### config.mk
export PLATFORM = sky130hd
export DESIGN_NAME = mbc_bus_ctrl
export DESIGN_NICKNAME = d
export VERILOG_FILES = /design/src/verilog/mbc_pkg.sv /design/src/verilog/mbc_bus_ctrl.sv
export VERILOG_INCLUDE_DIRS = /design/src /design/src/verilog
export SDC_FILE = /design/constraint.sdc
export NUM_CORES = 1
export LEC_CHECK = 0
export ABC_CLOCK_PERIOD_IN_PS = 2400
export BUFFER_PORTS_ARGS = -buffer_cell sky130_fd_sc_hd__buf_2
export CORE_UTILIZATION = 35
export CTS_BUF_LIST = sky130_fd_sc_hd__clkbuf_16
export CTS_CLUSTER_SIZE = 16
export DETAILED_ROUTE_END_ITERATION = 10
export SETUP_SLACK_MARGIN = 0.2
export SLEW_MARGIN = 0
export SYNTH_ARGS = -nofsm -noshare
export SYNTH_HDL_FRONTEND = slang
export SYNTH_SLANG_ARGS = --single-unit
### constraint.sdc
create_clock -name sys_clk_i -period 2.4 [get_ports sys_clk_i]
set_input_delay 0 -clock sys_clk_i [delete_from_list [all_inputs] [get_ports sys_clk_i]]
set_output_delay 0 -clock sys_clk_i [all_outputs]
set_load 0.03 [all_outputs]
### src/verilog/mbc_regs.svh
// address map and timing counts for the memory bus cycle controller
`ifndef MBC_REGS_SVH
`define MBC_REGS_SVH
`define MBC_CYC_FAST 3'h1
`define MBC_CYC_SFR 3'h2
`define MBC_CYC_FLASH_LONG 3'h4
`define MBC_SFR_BASE 16'h0000
`define MBC_SFR_LAST 16'h02FF
`define MBC_RAM_BASE 16'h0400
`define MBC_RAM_LAST 16'h0FFF
`define MBC_DFL_BASE 16'h3000
`define MBC_DFL_LAST 16'h3FFF
`define MBC_W16_BASE 16'h0040
`define MBC_W16_LAST 16'h01FF
`endif

### src/verilog/mbc_pkg.sv
// types shared by the memory bus cycle controller
package mbc_pkg;
  typedef enum logic [2:0] {
    MBC_AREA_FAST = 3'b001,
    MBC_AREA_SFR = 3'b010,
    MBC_AREA_DFL = 3'b100
  } mbc_area_e;

  typedef struct packed {
    logic valid;
    logic write;
    logic word;
    logic [15:0] addr;
    logic [15:0] wdata;
  } mbc_req_s;

  typedef struct packed {
    logic strobe;
    logic write;
    logic wide;
    logic [15:0] addr;
    logic [15:0] wdata;
  } mbc_mem_s;
endpackage

### src/verilog/mbc_bus_ctrl.sv
// cpu to on-chip memory bus cycle controller
`timescale 1ns/1ps
`include "mbc_regs.svh"
module mbc_bus_ctrl (
  input wire logic sys_clk_i,
  input wire logic rst_i,
  input wire mbc_pkg::mbc_req_s cpu_req_i,
  input wire logic data_flash_wait_select_i,
  input wire logic [15:0] mem_rdata_i,
  output mbc_pkg::mbc_mem_s mem_o,
  output logic cpu_ready_o,
  output logic [15:0] cpu_rdata_o,
  output logic busy_o
);
  import mbc_pkg::*;

  ////////////////////////////////////////////////////////////////////////
  // sequencer states: one access at a time, split words use both
  typedef enum logic [2:0] {
    MBC_IDLE = 3'b001,
    MBC_LOW = 3'b010,
    MBC_HIGH = 3'b100
  } mbc_state_e;

  ////////////////////////////////////////////////////////////////////////
  // address decode and access timing helpers
  function automatic logic in_range(input logic [15:0] a,
                                    input logic [15:0] lo,
                                    input logic [15:0] hi);
    in_range = (a >= lo) && (a <= hi);
  endfunction

  function automatic mbc_area_e area_of(input logic [15:0] a);
    if (in_range(a, `MBC_SFR_BASE, `MBC_SFR_LAST)) begin
      area_of = MBC_AREA_SFR;
    end else if (in_range(a, `MBC_DFL_BASE, `MBC_DFL_LAST)) begin
      area_of = MBC_AREA_DFL;
    end else begin
      area_of = MBC_AREA_FAST;
    end
  endfunction

  function automatic logic [2:0] cycles_of(input mbc_area_e ar,
                                          input logic long_wait);
    // the wait select stretches flash only, never the register area
    case (ar)
      MBC_AREA_SFR: cycles_of = `MBC_CYC_SFR;
      MBC_AREA_DFL: cycles_of = long_wait ? `MBC_CYC_FLASH_LONG
                                          : `MBC_CYC_SFR;
      default: cycles_of = `MBC_CYC_FAST;
    endcase
  endfunction

  // a word in the listed register block goes out whole only when it is
  // even-aligned; an odd start would straddle two registers, so it splits
  function automatic logic goes_wide(input logic [15:0] a,
                                     input logic word);
    goes_wide = word && !a[0] &&
                in_range(a, `MBC_W16_BASE, `MBC_W16_LAST);
  endfunction

  // the byte path carries its data on the low lane only
  function automatic logic [15:0] low_lane(input logic [7:0] b);
    low_lane = {8'h00, b};
  endfunction

  // true on the final clock of the byte or wide access in flight
  function automatic logic last_cycle(input logic [2:0] cnt,
                                      input logic [2:0] len);
    last_cycle = (cnt == len);
  endfunction

  ////////////////////////////////////////////////////////////////////////
  // sequencer and the request captured when it is taken
  mbc_state_e state_q, state_d;
  logic [2:0] cnt_q, cnt_d;
  logic [2:0] len_q, len_d;
  logic write_q, write_d;
  logic wide_q, wide_d;
  logic split_q, split_d;
  logic [15:0] addr_q, addr_d;
  logic [15:0] wdata_q, wdata_d;
  logic [7:0] low_q, low_d;
  // registered outputs toward both sides
  mbc_mem_s mem_q, mem_d;
  logic ready_q, ready_d;
  logic busy_q, busy_d;
  logic [15:0] rdata_q, rdata_d;
  logic wide_path;
  mbc_area_e req_area;

  assign req_area = area_of(cpu_req_i.addr);
  assign wide_path = goes_wide(cpu_req_i.addr, cpu_req_i.word);

  ////////////////////////////////////////////////////////////////////////
  // one access holds strobe for len clocks and samples read data on the
  // last; a split word chains its byte at addr + 1 straight after the one at addr,
  // and ready follows one clock after the final strobe clock
  always_comb begin
    state_d = state_q;
    cnt_d = cnt_q;
    len_d = len_q;
    write_d = write_q;
    wide_d = wide_q;
    split_d = split_q;
    addr_d = addr_q;
    wdata_d = wdata_q;
    low_d = low_q;
    mem_d = mem_q;
    ready_d = 1'b0;
    rdata_d = rdata_q;
    case (state_q)
      MBC_IDLE: begin
        mem_d.strobe = 1'b0;
        // requests are taken here only; valid while busy is ignored
        if (cpu_req_i.valid) begin
          len_d = cycles_of(req_area, data_flash_wait_select_i);
          cnt_d = 3'h1;
          write_d = cpu_req_i.write;
          addr_d = cpu_req_i.addr;
          wdata_d = cpu_req_i.wdata;
          wide_d = wide_path;
          split_d = cpu_req_i.word && !wide_path;
          mem_d.strobe = 1'b1;
          mem_d.write = cpu_req_i.write;
          mem_d.wide = wide_path;
          mem_d.addr = cpu_req_i.addr;
          // byte path carries the low byte first
          mem_d.wdata = wide_path ? cpu_req_i.wdata
                        : low_lane(cpu_req_i.wdata[7:0]);
          state_d = MBC_LOW;
        end
      end
      MBC_LOW: begin
        if (last_cycle(cnt_q, len_q)) begin
          mem_d.strobe = 1'b0;
          if (split_q) begin
            // keep the low byte; the high byte at addr + 1 follows without a gap
            low_d = mem_rdata_i[7:0];
            mem_d.strobe = 1'b1;
            mem_d.addr = addr_q + 16'h0001;
            mem_d.wdata = low_lane(wdata_q[15:8]);
            cnt_d = 3'h1;
            state_d = MBC_HIGH;
          end else begin
            ready_d = 1'b1;
            rdata_d = wide_q ? mem_rdata_i
                      : low_lane(mem_rdata_i[7:0]);
            state_d = MBC_IDLE;
          end
        end else begin
          cnt_d = cnt_q + 3'h1;
        end
      end
      MBC_HIGH: begin
        if (last_cycle(cnt_q, len_q)) begin
          mem_d.strobe = 1'b0;
          ready_d = 1'b1;
          // little-endian: the byte at addr + 1 is the upper half
          rdata_d = {mem_rdata_i[7:0], low_q};
          state_d = MBC_IDLE;
        end else begin
          cnt_d = cnt_q + 3'h1;
        end
      end
      default: begin
        state_d = MBC_IDLE;
        mem_d.strobe = 1'b0;
      end
    endcase
    // busy leaves a flop like every other output
    busy_d = (state_d != MBC_IDLE);
  end

  ////////////////////////////////////////////////////////////////////////
  always_ff @(posedge sys_clk_i or posedge rst_i) begin
    // constants only, so outputs read zero all through reset
    if (rst_i) begin
      state_q <= MBC_IDLE;
      cnt_q <= 3'h0;
      len_q <= 3'h0;
      write_q <= 1'b0;
      wide_q <= 1'b0;
      split_q <= 1'b0;
      addr_q <= 16'h0000;
      wdata_q <= 16'h0000;
      low_q <= 8'h00;
      mem_q <= '0;
      ready_q <= 1'b0;
      busy_q <= 1'b0;
      rdata_q <= 16'h0000;
    end else begin
      state_q <= state_d;
      cnt_q <= cnt_d;
      len_q <= len_d;
      write_q <= write_d;
      wide_q <= wide_d;
      split_q <= split_d;
      addr_q <= addr_d;
      wdata_q <= wdata_d;
      low_q <= low_d;
      mem_q <= mem_d;
      ready_q <= ready_d;
      busy_q <= busy_d;
      rdata_q <= rdata_d;
    end
  end

  ////////////////////////////////////////////////////////////////////////
  assign mem_o = mem_q;
  assign cpu_ready_o = ready_q;
  assign cpu_rdata_o = rdata_q;
  assign busy_o = busy_q;
endmodule

==> impl_metrics.env <==
export IMPL_h_tree_depth=3
export IMPL_netlist_top_cells_area="dfrtp_1 54%, nand2_1 10%, nor2_1 3.6%"
export IMPL_cts_buffers=9
export IMPL_nets=663
export IMPL_yosysTopAreaCellShare_pct=53.91
export IMPL_power_switching_uw=2842
export IMPL_layout_drive_gt1_share_pct=24.71
export IMPL_dp_hpwl_mm=7.670
export IMPL_dr_pass1_iters=5
export IMPL_synth_cell_area_um2=4363
export IMPL_fmax_ghz=0.5190
export IMPL_p_sw_share_pct=40.57
export IMPL_min_period_over_period_pct=80.28
export IMPL_cts_tree="yes"
export IMPL_avgViaCountPerCell=4.929
export IMPL_io_buffers=106
export IMPL_ys_async_sr_fraction_pct=100.0
export IMPL_peakVddDrop_mv=0.6298
export IMPL_initial_core_util_pct=36.17
export IMPL_grt_max_degree=59
export IMPL_period_needed_ns=1.927
export IMPL_drt_iter0_markers=262
export IMPL_grt_use_total_pct=18.19
export IMPL_finalSetupTns_ns=0
export IMPL_internal_power_uw=4164
export IMPL_endpoint_kind="flip-flop"
export IMPL_ios=107
export IMPL_gp_congestion=0.7775
export IMPL_crit_fanout=12
export IMPL_wirelength_mm=11.23
export IMPL_maxSlewHeadroom_pct=51.89
export IMPL_synth_ff_type="dfrtp_1"
export IMPL_crit_path_start_kind="flip-flop"
export IMPL_tightestPinTransition_ns=0.7216
export IMPL_seq_power_share_pct=38.6
export IMPL_wl_per_cell_um=14.42
export IMPL_area_growth_pct=33.95
export IMPL_outcome="completed"
export IMPL_slew_violations=0
export IMPL_path_clk_slew_ns=0.06
export IMPL_cts_sinks=95
export IMPL_yosysSeqAreaShare_pct=54.52
export IMPL_p_comb_share_pct=38.5
export IMPL_slowest_delay_ns=0.44
export IMPL_root_buffer="clkbuf_16"
export IMPL_final_cells=779
export IMPL_yosysTopAreaCell="dfrtp_1"
export IMPL_p_per_area_nw_per_um2=1199
export IMPL_synth_edff_count=0
export IMPL_rows=40
export IMPL_syn_num_nets=517
export IMPL_rsz0062_at_grt="false"
export IMPL_ys_seq_elements=95
export IMPL_crit_type="flip-flop to flip-flop"
export IMPL_critical_path_cell_chain="xor2_1 > nor3_4 > o21ai_2 > buf_4 > a221oi_1 > nor2_1"
export IMPL_antenna_found_initial=0
export IMPL_hold_path_class="input pin to flip-flop"
export IMPL_yosysWarnings=0
export IMPL_clkPwrFrac_pct=23.0
export IMPL_synth_cells=461
export IMPL_core_um2=12060
export IMPL_die_w_um=113.7
export IMPL_cts_buffer_depth=2
export IMPL_die_area_um2=12920
export IMPL_worstSkewPairLatency_ns=0.34
export IMPL_grt_pass1_wl_mm=18.12
export IMPL_fill_cells=1161
export IMPL_hold_violations=0
export IMPL_crit_arrival_ns=2.15
export IMPL_diodes=0
export IMPL_post_route_worst_setup_slack_ns=0.4733
export IMPL_ant_nets=0
export IMPL_crit_path_top_delay_cell="nor3_4"
export IMPL_grt_pass1_vias=3641
export IMPL_grt_overflow_total=0
export IMPL_drc=0
export IMPL_die_h_um=113.7
export IMPL_place_inst=720
export IMPL_avgSynthCellArea_um2=9.464
export IMPL_ys_types=45
export IMPL_finalSetupViolCount=0
export IMPL_pre_cts_ws_ns=0.1848
export IMPL_clock_skew_ns=0.006531
export IMPL_worstPathRequired_ns=2.62
export IMPL_maxCapViolCount=0
export IMPL_num_vias=3840
export IMPL_p_leak_uw=0.002810
==> cell type report <==
cell class              count  area, um^2  area share (%)
flip-flops and latches     95        2379           40.70
multi-input cells         335        1844           31.56
repair buffers            161        1054           18.03
clock buffers               9       225.2           3.854
well taps                 168       210.2           3.597
clock inverters             6       110.1           1.884
inverters                   5       22.52          0.3854
==> flip-flops by register name (all words and copies together) (netlist names) <==
register	cells
mem_o	35
addr_q	16
cpu_rdata_o	16
low_q	8
wdata_q	8
cnt_q	3
len_q	3
state_q	3
busy_o	1
cpu_ready_o	1
split_q	1
==> metrics by stage <==
stage	util [%]	total power, uW	cell area [um^2]	hold slack, ns
global placement	41.96	5297	5061	0.1782
floorplan	-	4551	4367	0.1054
global route	48.45	7492	5844	0.07798
finish	48.45	7006	5844	0.05972
detailed placement	41.96	5367	5061	0.1814
CTS	48.45	7063	5844	0.04954
==> synthesized netlist by cell type (2+ instances only) <==
cell      count
inv_1         5
buf_2         8
xor2_1       10
nor4_1        4
buf_6         3
and3_1        9
mux2i_1       8
nand4_1       7
a22o_1        8
buf_1         2
ha_1          2
a21oi_1      12
o21ai_0      23
xnor2_1       6
nand2_1     120
a21o_1        3
nor2_2        2
o21ai_1       6
a31oi_1      17
nor2_1       42
nand3_1      19
mux2_2        8
clkbuf_1     11
buf_4         2
nand3b_1      2
and4_1        3
a221oi_1      7
nor3b_1       2
dfrtp_1      94
==> layer usage <==
layer	routed length (um)	up-vias	GRT usage, %
li1	-	1877	-
met1	5307	1806	25.40
met2	5171	138	28.13
met3	571	19	3.188
met4	180	0	7.281
met5	0	-	0
==> cells in the final DEF (no fill, tap or decap), types with 2 or more instances in the layout <==
cell type	synthesis	final
nand2_1	120	120
buf_2	8	106
dfrtp_1	94	94
dlygate4sd3_1	0	44
nor2_1	42	42
o21ai_0	23	23
nand3_1	19	19
a31oi_1	17	17
a21oi_1	12	12
buf_4	2	11
xor2_1	10	10
and3_1	9	9
clkbuf_16	0	9
mux2i_1	8	8
a22o_1	8	8
mux2_2	8	8
nand4_1	7	7
a221oi_1	7	7
xnor2_1	6	6
o21ai_1	6	5
nor4_1	4	4
inv_1	5	4
and4_1	3	3
a21o_1	3	3
bufinv_16	0	3
nor3b_2	1	2
nand3b_1	2	2
nor2_2	2	2
clkinvlp_4	0	2
ha_1	2	2
==> power groups by stage <==
stage               sequential (uW)  combinational, uW  clock (uW)
floorplan                      3230               1320           0
global placement               2690               2600           0
detailed placement             2720               2640           0
CTS                            2700               2720        1650
global route                   2800               2980        1720
finish                         2700               2690        1610
==> logic make-up (layout without fill, tap and decap cells) <==
logic type	count (synthesis)	count (layout)	share of synthesized area, %
buffers and inverters	31	181	3.585
AO/OA/AOI/OAI	82	82	11.82
XOR/XNOR	16	16	3.212
adder cells (fa/ha/maj)	2	2	0.5735
multiplexers	16	16	3.900
AND/OR/NAND/NOR	219	219	22.40
flip-flops	95	95	54.52
==> worst paths after layout <==
check	from	endpoint	slack [ns]	depth (start not counted)
max	cnt_q[2]$_DFFE_PP0P_	mem_o[27]$_DFFE_PP0P_	0.47	6
min	mem_rdata_i[11]	cpu_rdata_o[11]$_DFFE_PP0P_	0.06	4
max reg2reg	cnt_q[2]$_DFFE_PP0P_	mem_o[27]$_DFFE_PP0P_	0.47	6
min reg2reg	cpu_rdata_o[15]$_DFFE_PP0P_	cpu_rdata_o[15]$_DFFE_PP0P_	0.48	2
max in group asynchronous	rst_i	mem_o[27]$_DFFE_PP0P_	1.48	4
min in group asynchronous	rst_i	low_q[1]$_DFFE_PP0P_	0.35	4
==> repair_timing <==
item | CTS | global route
hold endpoints to repair | 169 | 0
setup endpoints to repair | 3 | 0
gates resized for setup | 1 | 0
hold buffers | 44 | 0
buffers inserted | 0 | 0
==> worst max-delay path, delay by kind of cell, from the launching register on <==
kind	cells	cell delay (ns)
XOR/XNOR	1	0.18
flip-flops	1	0.42
AND/OR/NAND/NOR	2	0.53
buffers and inverters	1	0.22
AO/OA/AOI/OAI	2	0.45
Power figures use the tool's default switching activity.
